File: src/qcs_pkg.sv
package qcs_pkg;

	// queue codes, highest priority first
	localparam logic [1:0] Q_HIGH   = 2'h0;
	localparam logic [1:0] Q_MIDDLE = 2'h1;
	localparam logic [1:0] Q_LOW    = 2'h2;
	localparam logic [1:0] Q_LOWEST = 2'h3;
	localparam int         QUEUES   = 4;

	// weighted round credits, one nibble per queue: 8,4,2,1
	localparam logic [15:0] WEIGHTS = 16'h1248;

	// queue depth and occupancy width
	localparam int FIFO_DEPTH = 8;
	localparam int CNT_W      = 4;

	// priority type selections
	localparam logic [2:0] TYPE_DISABLE   = 3'h0;
	localparam logic [2:0] TYPE_PORT      = 3'h1;
	localparam logic [2:0] TYPE_TOS_ONLY  = 3'h2;
	localparam logic [2:0] TYPE_COS_ONLY  = 3'h3;
	localparam logic [2:0] TYPE_TOS_FIRST = 3'h4;
	localparam logic [2:0] TYPE_COS_FIRST = 3'h5;

	// register byte offsets
	localparam logic [7:0] REG_CTRL    = 8'h00;
	localparam logic [7:0] REG_PORTMAP = 8'h04;
	localparam logic [7:0] REG_COSMAP  = 8'h08;
	localparam logic [7:0] REG_STATUS  = 8'h0C;
	localparam logic [7:0] REG_TOSMAP0 = 8'h10;
	localparam logic [7:0] REG_TOSMAP3 = 8'h1C;

	// control fields
	localparam int CTRL_STRICT_BIT = 0;
	localparam int CTRL_TYPE_LSB   = 4;

	// reset values: every map entry selects the lowest queue
	localparam logic        CTRL_STRICT_RESET = 1'h0;
	localparam logic [2:0]  CTRL_TYPE_RESET   = 3'h0;
	localparam logic [15:0] PORTMAP_RESET     = 16'hFFFF;
	localparam logic [15:0] COSMAP_RESET      = 16'hFFFF;
	localparam logic [127:0] TOSMAP_RESET     = 128'hFFFF_FFFF_FFFF_FFFF_FFFF_FFFF_FFFF_FFFF;

	// frame descriptor from an ingress port
	typedef struct packed {
		logic [2:0] port;    // ingress port 0..7
		logic       hasVlan; // frame carries a vlan tag
		logic [2:0] cos;     // class of service from the tag
		logic       isIp;    // frame is an ip packet
		logic [5:0] tos;     // type of service value
		logic [7:0] tag;     // buffer handle of the frame
	} qcs_desc_t;

	// frame handed to the egress transmitter
	typedef struct packed {
		logic [1:0] queue;
		qcs_desc_t  desc;
	} qcs_out_t;

	// index of the lowest set bit, i.e. highest priority candidate
	function automatic logic [1:0] first_set(input logic [3:0] v);
		logic [1:0] idx;
		idx = 2'h3;
		for (int i = 3; i >= 0; i--)
			if (v[i])
				idx = 2'(i);
		return idx;
	endfunction

endpackage

File: src/qcs_fifo.sv
`timescale 1ns/1ps
module qcs_fifo #(
	parameter int WIDTH = 22,
	parameter int DEPTH = 8
) (
	input  wire logic                       ref_clk,  // switch clock
	input  wire logic                       rst,      // sync reset
	input  wire logic                       inValid,  // write request
	output logic                            inReady,  // space left
	input  wire logic [WIDTH-1:0]           inData,   // write word
	output logic                            outValid, // word available
	input  wire logic                       outReady, // read request
	output logic [WIDTH-1:0]                outData,  // head word
	output logic [$clog2(DEPTH+1)-1:0]      count     // occupancy
);
	localparam int PW = $clog2(DEPTH);

	logic [WIDTH-1:0] mem [DEPTH];
	logic [PW-1:0]    wrPtr;
	logic [PW-1:0]    rdPtr;
	logic             push;
	logic             pop;

	// honest full and empty from the occupancy
	assign inReady  = (count != ($clog2(DEPTH+1))'(DEPTH));
	assign outValid = (count != '0);
	assign outData  = mem[rdPtr];
	assign push     = inValid && inReady;
	assign pop      = outValid && outReady;

	// storage
	always_ff @(posedge ref_clk)
	begin
		if (push)
			mem[wrPtr] <= inData;
	end

	// pointers and occupancy
	always_ff @(posedge ref_clk)
	begin
		if (rst)
		begin
			wrPtr <= '0;
			rdPtr <= '0;
			count <= '0;
		end
		else
		begin
			if (push)
				wrPtr <= wrPtr + 1'b1;
			if (pop)
				rdPtr <= rdPtr + 1'b1;
			if (push && !pop)
				count <= count + 1'b1;
			else if (pop && !push)
				count <= count - 1'b1;
		end
	end
endmodule

File: src/qcs_classify.sv
`timescale 1ns/1ps
module qcs_classify (
	input  wire qcs_pkg::qcs_desc_t desc,     // frame to classify
	input  wire logic [2:0]         prioType, // selected priority type
	input  wire logic [15:0]        portMap,  // 2 bits per port
	input  wire logic [15:0]        cosMap,   // 2 bits per cos value
	input  wire logic [127:0]       tosMap,   // 2 bits per tos value
	output logic [1:0]              queue     // chosen queue
);
	logic [1:0] portQ;
	logic [1:0] cosQ;
	logic [1:0] tosQ;

	// table lookups
	assign portQ = portMap[{desc.port, 1'b0} +: 2];
	assign cosQ  = cosMap[{desc.cos, 1'b0} +: 2];
	assign tosQ  = tosMap[{desc.tos, 1'b0} +: 2];

	// selection by priority type, unusable frames fall to lowest
	always_comb
	begin
		queue = qcs_pkg::Q_LOWEST;
		case (prioType)
			qcs_pkg::TYPE_PORT:
				queue = portQ;
			qcs_pkg::TYPE_TOS_ONLY:
				if (desc.isIp)
					queue = tosQ;
			qcs_pkg::TYPE_COS_ONLY:
				if (desc.hasVlan)
					queue = cosQ;
			qcs_pkg::TYPE_TOS_FIRST:
				if (desc.isIp)
					queue = tosQ;
				else if (desc.hasVlan)
					queue = cosQ;
			qcs_pkg::TYPE_COS_FIRST:
				if (desc.hasVlan)
					queue = cosQ;
				else if (desc.isIp)
					queue = tosQ;
			default:
				queue = qcs_pkg::Q_LOWEST;
		endcase
	end
endmodule

File: src/qcs_top.sv
// What this block does
// - weighted mode serves 8:4:2:1, skipping empties
// - strict mode serves highest non-empty queue
// - five priority types plus disabled setting
// - port-based: queue from per-port setting
// - cos values 0..7 map to queues
// - tos values 0..63 map to queues
// - tos table resets to lowest queue
// - ip packet queued by its tos entry in tos-only and tos-first types, and in cos-first without a vlan tag
`timescale 1ns/1ps
module qcs_top #(
	parameter int DEPTH = 8
) (
	input  wire logic               ref_clk,   // switch clock, 20 MHz
	input  wire logic               rst,       // sync reset, active high
	input  wire logic               hsel,      // ahb slave select
	input  wire logic [31:0]        haddr,     // ahb address
	input  wire logic [1:0]         htrans,    // ahb transfer type
	input  wire logic               hwrite,    // ahb write
	input  wire logic [2:0]         hsize,     // ahb size, word only
	input  wire logic [31:0]        hwdata,    // ahb write data
	input  wire logic               hready,    // ahb bus ready
	output logic                    hreadyout, // ahb slave ready
	output logic [31:0]             hrdata,    // ahb read data
	output logic                    hresp,     // ahb response, okay
	input  wire logic               inValid,   // ingress frame offered
	output logic                    inReady,   // ingress frame taken
	input  wire qcs_pkg::qcs_desc_t inDesc,    // ingress descriptor
	output logic                    outValid,  // egress frame offered
	input  wire logic               outReady,  // egress frame taken
	output qcs_pkg::qcs_out_t       outFrame   // egress frame and queue
);
	localparam int DW = $bits(qcs_pkg::qcs_desc_t);
	localparam int CW = $clog2(DEPTH+1);

	// configuration
	logic         strictMode;
	logic [2:0]   prioType;
	logic [15:0]  portMap;
	logic [15:0]  cosMap;
	logic [127:0] tosMap;

	// bus data phase
	logic         wrPend;
	logic [7:0]   wrAddr;
	logic         busTake;

	// ingress stage
	logic               stageValid;
	qcs_pkg::qcs_desc_t stageDesc;
	logic [1:0]         stageQ;
	logic [1:0]         classQ;
	logic               accept;
	logic               pushDone;
	logic               next_stageValid;

	// queues
	logic [3:0]         qInValid;
	logic [3:0]         qInReady;
	logic [3:0]         qOutValid;
	logic [3:0]         qOutReady;
	qcs_pkg::qcs_desc_t qOutData [4];
	logic [CW-1:0]      qCount [4];

	// scheduler
	logic [3:0]  credit [4];
	logic [3:0]  eligible;
	logic        slotFree;
	logic        pickValid;
	logic [1:0]  pickQ;
	logic        reload;
	logic        pop;

	// register read decode, used by the read path when no write is forwarded
	function automatic logic [31:0] reg_read(input logic [7:0] a);
		logic [31:0] d;
		d = 32'h0000_0000;
		case (a)
			qcs_pkg::REG_CTRL:
			begin
				d[qcs_pkg::CTRL_STRICT_BIT] = strictMode;
				d[qcs_pkg::CTRL_TYPE_LSB +: 3] = prioType;
			end
			qcs_pkg::REG_PORTMAP:
				d[15:0] = portMap;
			qcs_pkg::REG_COSMAP:
				d[15:0] = cosMap;
			qcs_pkg::REG_STATUS:
				d[15:0] = {qCount[3][3:0], qCount[2][3:0], qCount[1][3:0], qCount[0][3:0]};
			default:
				if (a >= qcs_pkg::REG_TOSMAP0 && a <= qcs_pkg::REG_TOSMAP3)
					d = tosMap[{a[3:2], 5'h00} +: 32];
		endcase
		return d;
	endfunction

	// bits that exist in a register, used when a read follows a write
	function automatic logic [31:0] reg_read_mask(input logic [7:0] a);
		logic [31:0] m;
		m = 32'h0000_0000;
		case (a)
			qcs_pkg::REG_CTRL:
				m = 32'h0000_0071;
			qcs_pkg::REG_PORTMAP, qcs_pkg::REG_COSMAP:
				m = 32'h0000_FFFF;
			default:
				if (a >= qcs_pkg::REG_TOSMAP0 && a <= qcs_pkg::REG_TOSMAP3)
					m = 32'hFFFF_FFFF;
		endcase
		return m;
	endfunction

	assign busTake = hsel && htrans[1] && hready;

	// address phase capture and read data, zero wait states
	always_ff @(posedge ref_clk)
	begin
		if (rst)
		begin
			wrPend    <= 1'b0;
			wrAddr    <= 8'h00;
			hrdata    <= 32'h0000_0000;
			hreadyout <= 1'b1;
			hresp     <= 1'b0;
		end
		else
		begin
			wrPend <= busTake && hwrite;
			wrAddr <= {haddr[7:2], 2'b00};
			if (busTake && !hwrite)
			begin
				if (wrPend && wrAddr == {haddr[7:2], 2'b00} && wrAddr != qcs_pkg::REG_STATUS)
					hrdata <= hwdata & reg_read_mask(wrAddr);
				else
					hrdata <= reg_read({haddr[7:2], 2'b00});
			end
		end
	end

	// register writes in the data phase
	always_ff @(posedge ref_clk)
	begin
		if (rst)
		begin
			strictMode <= qcs_pkg::CTRL_STRICT_RESET;
			prioType   <= qcs_pkg::CTRL_TYPE_RESET;
			portMap    <= qcs_pkg::PORTMAP_RESET;
			cosMap     <= qcs_pkg::COSMAP_RESET;
			tosMap     <= qcs_pkg::TOSMAP_RESET;
		end
		else if (wrPend)
		begin
			case (wrAddr)
				qcs_pkg::REG_CTRL:
				begin
					strictMode <= hwdata[qcs_pkg::CTRL_STRICT_BIT];
					prioType   <= hwdata[qcs_pkg::CTRL_TYPE_LSB +: 3];
				end
				qcs_pkg::REG_PORTMAP:
					portMap <= hwdata[15:0];
				qcs_pkg::REG_COSMAP:
					cosMap <= hwdata[15:0];
				default:
					if (wrAddr >= qcs_pkg::REG_TOSMAP0 && wrAddr <= qcs_pkg::REG_TOSMAP3)
						tosMap[{wrAddr[3:2], 5'h00} +: 32] <= hwdata;
			endcase
		end
	end

	// classification of the offered frame
	qcs_classify u_classify (
		.desc     (inDesc),
		.prioType (prioType),
		.portMap  (portMap),
		.cosMap   (cosMap),
		.tosMap   (tosMap),
		.queue    (classQ)
	);

	assign accept          = inValid && inReady;
	assign pushDone        = stageValid && qInReady[stageQ];
	assign next_stageValid = (stageValid && !pushDone) || accept;

	// ingress stage holds one frame until its queue has room
	always_ff @(posedge ref_clk)
	begin
		if (rst)
		begin
			stageValid <= 1'b0;
			stageDesc  <= '0;
			stageQ     <= qcs_pkg::Q_LOWEST;
			inReady    <= 1'b0;
		end
		else
		begin
			stageValid <= next_stageValid;
			inReady    <= !next_stageValid;
			if (accept)
			begin
				stageDesc <= inDesc;
				stageQ    <= classQ;
			end
		end
	end

	// one queue per priority level
	for (genvar i = 0; i < 4; i++)
	begin : g_queue
		assign qInValid[i]  = stageValid && stageQ == 2'(i);
		assign qOutReady[i] = pop && pickQ == 2'(i);
		qcs_fifo #(
			.WIDTH (DW),
			.DEPTH (DEPTH)
		) u_fifo (
			.ref_clk  (ref_clk),
			.rst      (rst),
			.inValid  (qInValid[i]),
			.inReady  (qInReady[i]),
			.inData   (stageDesc),
			.outValid (qOutValid[i]),
			.outReady (qOutReady[i]),
			.outData  (qOutData[i]),
			.count    (qCount[i])
		);
		assign eligible[i] = qOutValid[i] && credit[i] != 4'h0;
	end

	// pick: strict takes first non-empty, weighted first with credit
	always_comb
	begin
		slotFree  = !outValid || outReady;
		pickValid = 1'b0;
		pickQ     = qcs_pkg::Q_LOWEST;
		reload    = 1'b0;
		if (strictMode)
		begin
			pickValid = |qOutValid;
			pickQ     = qcs_pkg::first_set(qOutValid);
		end
		else
		begin
			pickValid = |eligible;
			pickQ     = qcs_pkg::first_set(eligible);
			reload    = !(|eligible) && (|qOutValid);
		end
		pop = slotFree && pickValid;
	end

	// round credits, refilled once no waiting queue has any left
	always_ff @(posedge ref_clk)
	begin
		if (rst)
		begin
			for (int i = 0; i < 4; i++)
				credit[i] <= qcs_pkg::WEIGHTS[4*i +: 4];
		end
		else if (reload)
		begin
			for (int i = 0; i < 4; i++)
				credit[i] <= qcs_pkg::WEIGHTS[4*i +: 4];
		end
		else if (pop && !strictMode)
			credit[pickQ] <= credit[pickQ] - 4'h1;
	end

	// egress register
	always_ff @(posedge ref_clk)
	begin
		if (rst)
		begin
			outValid <= 1'b0;
			outFrame <= '0;
		end
		else if (slotFree)
		begin
			outValid <= pickValid;
			if (pickValid)
				outFrame <= '{queue: pickQ, desc: qOutData[pickQ]};
		end
	end
endmodule

File: config.mk
export PLATFORM = sky130hd
export DESIGN_NAME = qcs_top
export DESIGN_NICKNAME = d
export VERILOG_FILES = /design/src/qcs_pkg.sv /design/src/qcs_fifo.sv /design/src/qcs_classify.sv /design/src/qcs_top.sv
export SDC_FILE = /design/constraint.sdc
export NUM_CORES = 1
export LEC_CHECK = 0
export BUFFER_PORTS_ARGS = -buffer_cell sky130_fd_sc_hd__buf_2
export CORE_ASPECT_RATIO = 0.9
export CORE_MARGIN = 3
export CORE_UTILIZATION = 55
export CTS_CLUSTER_DIAMETER = 40
export DETAILED_ROUTE_END_ITERATION = 6
export PLACE_DENSITY = 0.7
export SLEW_MARGIN = 20
export SYNTH_ARGS = -nofsm -noshare
export SYNTH_HDL_FRONTEND = slang
export SYNTH_SLANG_ARGS = --single-unit
export TNS_END_PERCENT = 5
File: constraint.sdc
create_clock -name ref_clk -period 4.2 [get_ports ref_clk]
set_input_delay 0 -clock ref_clk [delete_from_list [all_inputs] [get_ports ref_clk]]
set_output_delay 0 -clock ref_clk [all_outputs]
set_load 0.01 [all_outputs]
Word-level counts from Yosys, hierarchy flattened
Memories as Yosys holds them, arrays and structs flattened. A register that Yosys moved wholly into a read port is not among the register bits.
Index checks and enable logic that the tools add are counted.

word-level totals
  logic and storage cells = 259
  input port bits = 98
  output and inout bits = 60
  memories kept = 5
  RAM bits = 720
  register bits after elaboration = 296

memory list
  memory                 depth  bits a word  read ports  clocked after Yosys merged registers in  write ports  RTL line        RTL
  g_queue[0].u_fifo.mem  8      22           1           1                                        1            qcs_fifo.sv:18  logic [WIDTH-1:0] mem [DEPTH];
  g_queue[1].u_fifo.mem  8      22           1           1                                        1            qcs_fifo.sv:18
  g_queue[2].u_fifo.mem  8      22           1           1                                        1            qcs_fifo.sv:18
  g_queue[3].u_fifo.mem  8      22           1           1                                        1            qcs_fifo.sv:18
  credit                 4      4            5           0                                        4            qcs_top.sv:66   logic [3:0] credit [4];

cells by class
  multiplexer cells = 72
  shift-type cells = 6
  equality and inequality tests = 22
  add/subtract/negate cells = 18
  bitwise gates (word level) = 7
  order comparisons = 6
  reduce and logical (&&, ||, !) cells = 85

operators by type and width
  cell                                                                                  count
  32-bit 2-to-1 mux                                                                     6
  128-bit bitwise mux                                                                   1
  32-bit by 9-bit variable shift with 128-bit output (first input constant)             1
  128-bit by 8-bit indexed part select with 2-bit output                                1
  128-bit by 8-bit indexed part select with 32-bit output                               1
  32-bit by 9-bit indexed part select with 128-bit output                               1
  32-bit case mux with 2 select lines                                                   1
  4-bit 2-to-1 mux                                                                      13
  22-bit binary-select mux with 2-bit select                                            1
  22-bit 2-to-1 mux                                                                     2
  1-bit logical AND                                                                     42
  9-bit case mux with 4 select lines                                                    1
  32-bit AND                                                                            1
  4-bit nonzero test                                                                    8
  16-bit by 5-bit indexed part select with 2-bit output                                 2
  3-bit by 1-bit adder with 3-bit output (second input constant)                        8
  3-bit 2-to-1 mux                                                                      8
  3-bit case mux with 4 select lines                                                    2
  1-bit 2-to-1 mux                                                                      23
  2-bit 2-to-1 mux                                                                      10
  4-bit by 1-bit subtractor with 4-bit output (second input constant)                   5
  4-bit by 1-bit adder with 4-bit output (second input constant)                        4
  8-bit by 5-bit greater-or-equal comparator with 1-bit output (second input constant)  2
  8-bit by 5-bit <= comparator with 1-bit output (second input constant)                2
  33 further kinds                                                                      70

Longest topological paths before layout
An unclocked memory read counts as a cell.

  word-level depth = 13
  gate-level depth with buffers = 16
  depth with buffers taken out = 13

Cells and area by module
From an unflattened synthesis, not the netlist that was laid out.

unflattened totals
  cell total of the unflattened synthesis = 2624
  area total of the unflattened synthesis = 42743.5 um^2

by module, submodules not included
  module        area each (um^2)  times used  cells an instance
  qcs_fifo      7385.8            4           328
  qcs_top       11727.5           1           1187
  qcs_classify  1472.7            1           125

Worst setup path after synthesis
OpenSTA, ideal clock, no wires.

  path type = reg-to-reg
  from = memory credit[1][0]
  to = register g_queue[3].u_fifo.count[3]
  stages on the path, launching flop included = 15
  arrival = 3376 ps
  path buffers = 1
  clock period less this slack = 3447 ps
  required time = 4130 ps
  setup time = 70 ps
  path slack = 753 ps
  cell sequence = edfxtp_1 > or4_1 > a222oi_1 > a221oi_1 > and4_1 > clkbuf_1 > inv_1 > ha_1 > inv_1 > ha_1 > a21o_1 > a21oi_1 > xnor2_1 > or3_1 > a21oi_1

RTL lines
  what                  RTL line        RTL
  from (decl)           qcs_top.sv:66
  to (signal assigned)  qcs_fifo.sv:54  count <= count + 1'b1;
  to (signal assigned)  qcs_fifo.sv:56  count <= count - 1'b1;
  to (decl)             qcs_fifo.sv:14  output logic [$clog2(DEPTH+1)-1:0] count

Final worst setup path
  from = register g_queue[1].u_fifo.count[0]
  to = register g_queue[3].u_fifo.count[3]

on the way
  cells in the longest elaborated chain, start to end = 11
  elaborated cells between the ends (all ways) = 19
  those cells by class = eq/ne: 1; mux: 7; reduce/logical: 11

RTL lines
  what                                                           RTL line        RTL
  from (decl)                                                    qcs_fifo.sv:14
  from (signal assigned)                                         qcs_fifo.sv:54
  from (signal assigned)                                         qcs_fifo.sv:56
  4-bit nonzero test (*)                                         qcs_fifo.sv:26  assign outValid = (count != '0);
  1-bit logical AND                                              qcs_top.sv:225  assign eligible[i] = qOutValid[i] && credit[i] != 4'h0;
  2-bit 2-to-1 mux (2 in series)                                 qcs_pkg.sv:65   if (v[i])
  2-bit 2-to-1 mux                                               qcs_top.sv:235  if (strictMode)
  2-bit equality test                                            qcs_top.sv:210  assign qOutReady[i] = pop && pickQ == 2'(i);
  1-bit logical AND (*)                                          qcs_top.sv:210
  1-bit logical AND (*)                                          qcs_fifo.sv:29  assign pop = outValid && outReady;
  1-bit logical NOT                                              qcs_fifo.sv:53  if (push && !pop)
  1-bit logical AND                                              qcs_fifo.sv:53
  4-bit 2-to-1 mux / 2-bit nonzero test (equally long branches)  n/a

Every way passes the cells marked *; elsewhere a longest branch is shown, timed or not.
A chain may end at the register's enable or synchronous reset.

==> impl_metrics.ini <==
[yosys]
netlist_top_cells_area = edfxtp_1, dfxtp_1, mux4_2
synth_ff_type = edfxtp_1
synth_common_cells = edfxtp_1, dfxtp_1, mux4_2, nand2_1, nor2_1
ys_warn_count = 0
synth_xor_area_share_pct = 0.683
async_flop_share_pct = 0
synth_top_area_cell = edfxtp_1
synthCells = 2778
syn-cell-area_um2 = 42300
avgSynthCellArea_um2 = 15.2
synth-edff-count = 720
synth_mux_area_share_pct = 15.7
synth_top_area_share_pct = 51.1
synth_top_family_by_area = multiplexers
synth_compound_area_share_pct = 7.27
yosys.area_share.simple_pct = 7.61
post-synth-top-count-cell = edfxtp_1
syn-num-nets = 2907
yosys_register_bits = 1026
synth_cell_types = 60
synth_seq_area_share_pct = 65.6
synth_fa_ha_area_share_pct = 0.988

[grt]
grt_pass1_wl_um = 164000
grt_pass1_vias = 26300
track_usage_pct = 26.9
antenna_found_initial = 5
grt_max_degree = 123
grt-ovfl-total = 0

[floorplan]
placementRows = 95
initial_core_util_pct = 56.0
fp.dieW_um = 298
die_y_um = 269
dieArea_um2 = 80300
core_area_um2 = 75500
io_pins = 158

[route]
firstDrtPassIters = 6
wl_um = 109000
first_iter_violations = 2539
drc_errors = 0
vias_per_cell = 6.37
avgRoutedWirePerCell_um = 26.5
num_vias = 26100
ant_nets = 0

[hold_path]
hp-class = primary input to register

[timing]
hold_slack_ps = 42.7
setup_viol = 0
fin_skew_ps = 25.2
tns_ps = 0
fmax_mhz = 249
rsz0062_at_grt = false
max-slew-margin-rel_pct = 26.2
period_share_pct = 95.6
hold_viol = 0
worst_pin_slew_ps = 1110
slew_viol_final = 0
post-route-min-period_ps = 4020

[cts]
cts_buffer_depth = 3
cts_tree = built
path_clk_slew_ps = 60
worstSkewPairLatency_ps = 680
cts_made_buffers = 115
cts_sinks = 1026
ctsHtreeMaxLevel = 3
cts_resized = 0
cts_root_buf = clkbuf_16

[critical_path]
endpoint_kind = register
crit_buf_inv = 2
start_kind = register
critPathMaxStageDelay_ps = 750
critPathTopFamily = simple AND/OR/NAND/NOR gates
path_class = register to register
crit_chain = or4_1 -> nor4_2 -> a221oi_4 -> and4_1 -> inv_1 -> ha_1 -> inv_1 -> ha_1 -> a21o_1 -> a21oi_1 -> xnor2_1 -> or3_1 -> a21oi_1
crit_arrival_ps = 4600
worst-endpoint-required_ps = 4790
worstPathMaxFanout = 10
cp_slowest_cell = or4_1

[pwr]
peakVddDrop_mv = 0.798
leakage_uw = 0.0162
power_per_cell_area_nw_per_um2 = 574

[job]
drv_cap = 0

[cells_and_area]
finalNetCount = 3098
drive_gt1_share_pct = 24.3
area.growth.synth_to_final_pct = 15.8

[placement]
port_buffers = 125
dpl.hpwl_um = 67300
gp_congestion = 0.932

[outcome]
status = finished, final reports clean
-- worst paths after layout --
check,from,endpoint,slack [ps],cells after the start
max,g_queue[1].u_fifo.count[0]$_SDFFE_PP0P_,g_queue[3].u_fifo.count[3]$_SDFFE_PP0P_,180,13
min,htrans[1],hrdata[2]$_SDFFE_PP0P_,40,6
max reg2reg,g_queue[1].u_fifo.count[0]$_SDFFE_PP0P_,g_queue[3].u_fifo.count[3]$_SDFFE_PP0P_,180,13
min reg2reg,stageDesc[19]$_SDFFE_PP0P_,stageDesc[19]$_SDFFE_PP0P_,450,2
-- through the flow --
stage / instances / instance area, um2 / power [uW] / worst slack, ps / util, %
after detailed placement: 3800 / 44200 / 17600 / 82.9 / 58.6
after floorplan: 2778 / 42300 / 15700 / 753 / -
after global placement: 3800 / 44200 / 17400 / 269 / 58.6
after CTS: 4087 / 49000 / 28100 / 73.0 / 64.9
final: 4090 / 49000 / 28100 / 185 / 64.9
after global routing: 4090 / 49000 / 29100 / 5.46 / 64.9
-- where the power goes --
part | internal [uW] | switching [uW] | total [uW]
Clock | 6340 | 4150 | 10500
Combinational | 2310 | 3630 | 5940
Sequential | 11200 | 504 | 11700
Total | 19800 | 8280 | 28100
-- routing by layer --
metal / GRT usage (%) / up-vias / part of all wire, %
met5: 0 / - / 0
met4: 10.5 / 0 / 4.1
met3: 4.45 / 238 / 7.7
met2: 45.3 / 1248 / 50
met1: 35.2 / 13300 / 38
li1: - / 11300 / -
-- cells in the final DEF, fill, tap and decap left out, types with 19 or more instances in the layout --
cell	synthesis	final
ha_1	27	27
a211o_1	64	64
a221o_1	66	66
nor2_1	204	183
nand2_1	252	250
buf_4	6	88
nor3_1	48	38
nor2b_1	50	50
clkinv_2	0	19
dlygate4sd3_1	0	69
edfxtp_1	720	720
buf_2	33	124
a211oi_1	73	72
dfxtp_1	306	286
xnor2_1	20	20
a21oi_1	124	123
dfxtp_2	0	20
nand3_1	39	39
mux2i_1	83	83
mux4_2	252	252
nor2_2	0	21
clkbuf_16	0	119
o21ai_0	32	32
nand3b_1	35	35
-- worst reg2reg max path: stages (launching register included) --
cell and delay (ps):
dfxtp_1 380, or4_1 750, nor4_2 570, a221oi_4 160
and4_1 410, inv_1 120, ha_1 210, inv_1 110
ha_1 300, a21o_1 190, a21oi_1 170, xnor2_1 90
or3_1 330, a21oi_1 160
-- timing repair --
action,4_1_cts,5_1_grt
hold endpoints to repair,272,0
buffers inserted,0,1
hold buffers,69,0
endpoints found under the setup margin,0,2
-- final cells by class --
cell class	count	area, um2
fillers	5212	26500
well taps	1018	1270
clock buffers	139	3160
flip-flops and latches	1026	27800
diodes	2	5.00
inverters	11	41.3
clock inverters	79	916
repair buffers	283	2010
multi-input cells	1532	13800
-- cells by family (layout without fill, tap and decap cells) --
kind of cell,Yosys count,after routing
DFF,1026,1026
and+or+nand+nor,698,698
AOI/OAI and AO/OA,421,421
muxes,347,347
buffers and inverters,220,512
xor gates and xnor gates,33,33
adders and majority gates,31,31
other,2,4
-- state kept, by name (all words and copies together), names as in the netlist, 16 cells and up, named ones only --
name,count
g_queue.u_fifo.mem,704
tosMap,128
hrdata,32
outFrame,24
stageDesc,22
cosMap,16
credit,16
g_queue.u_fifo.count,16
portMap,16
Note: power is estimated with default switching activity, not from simulation.
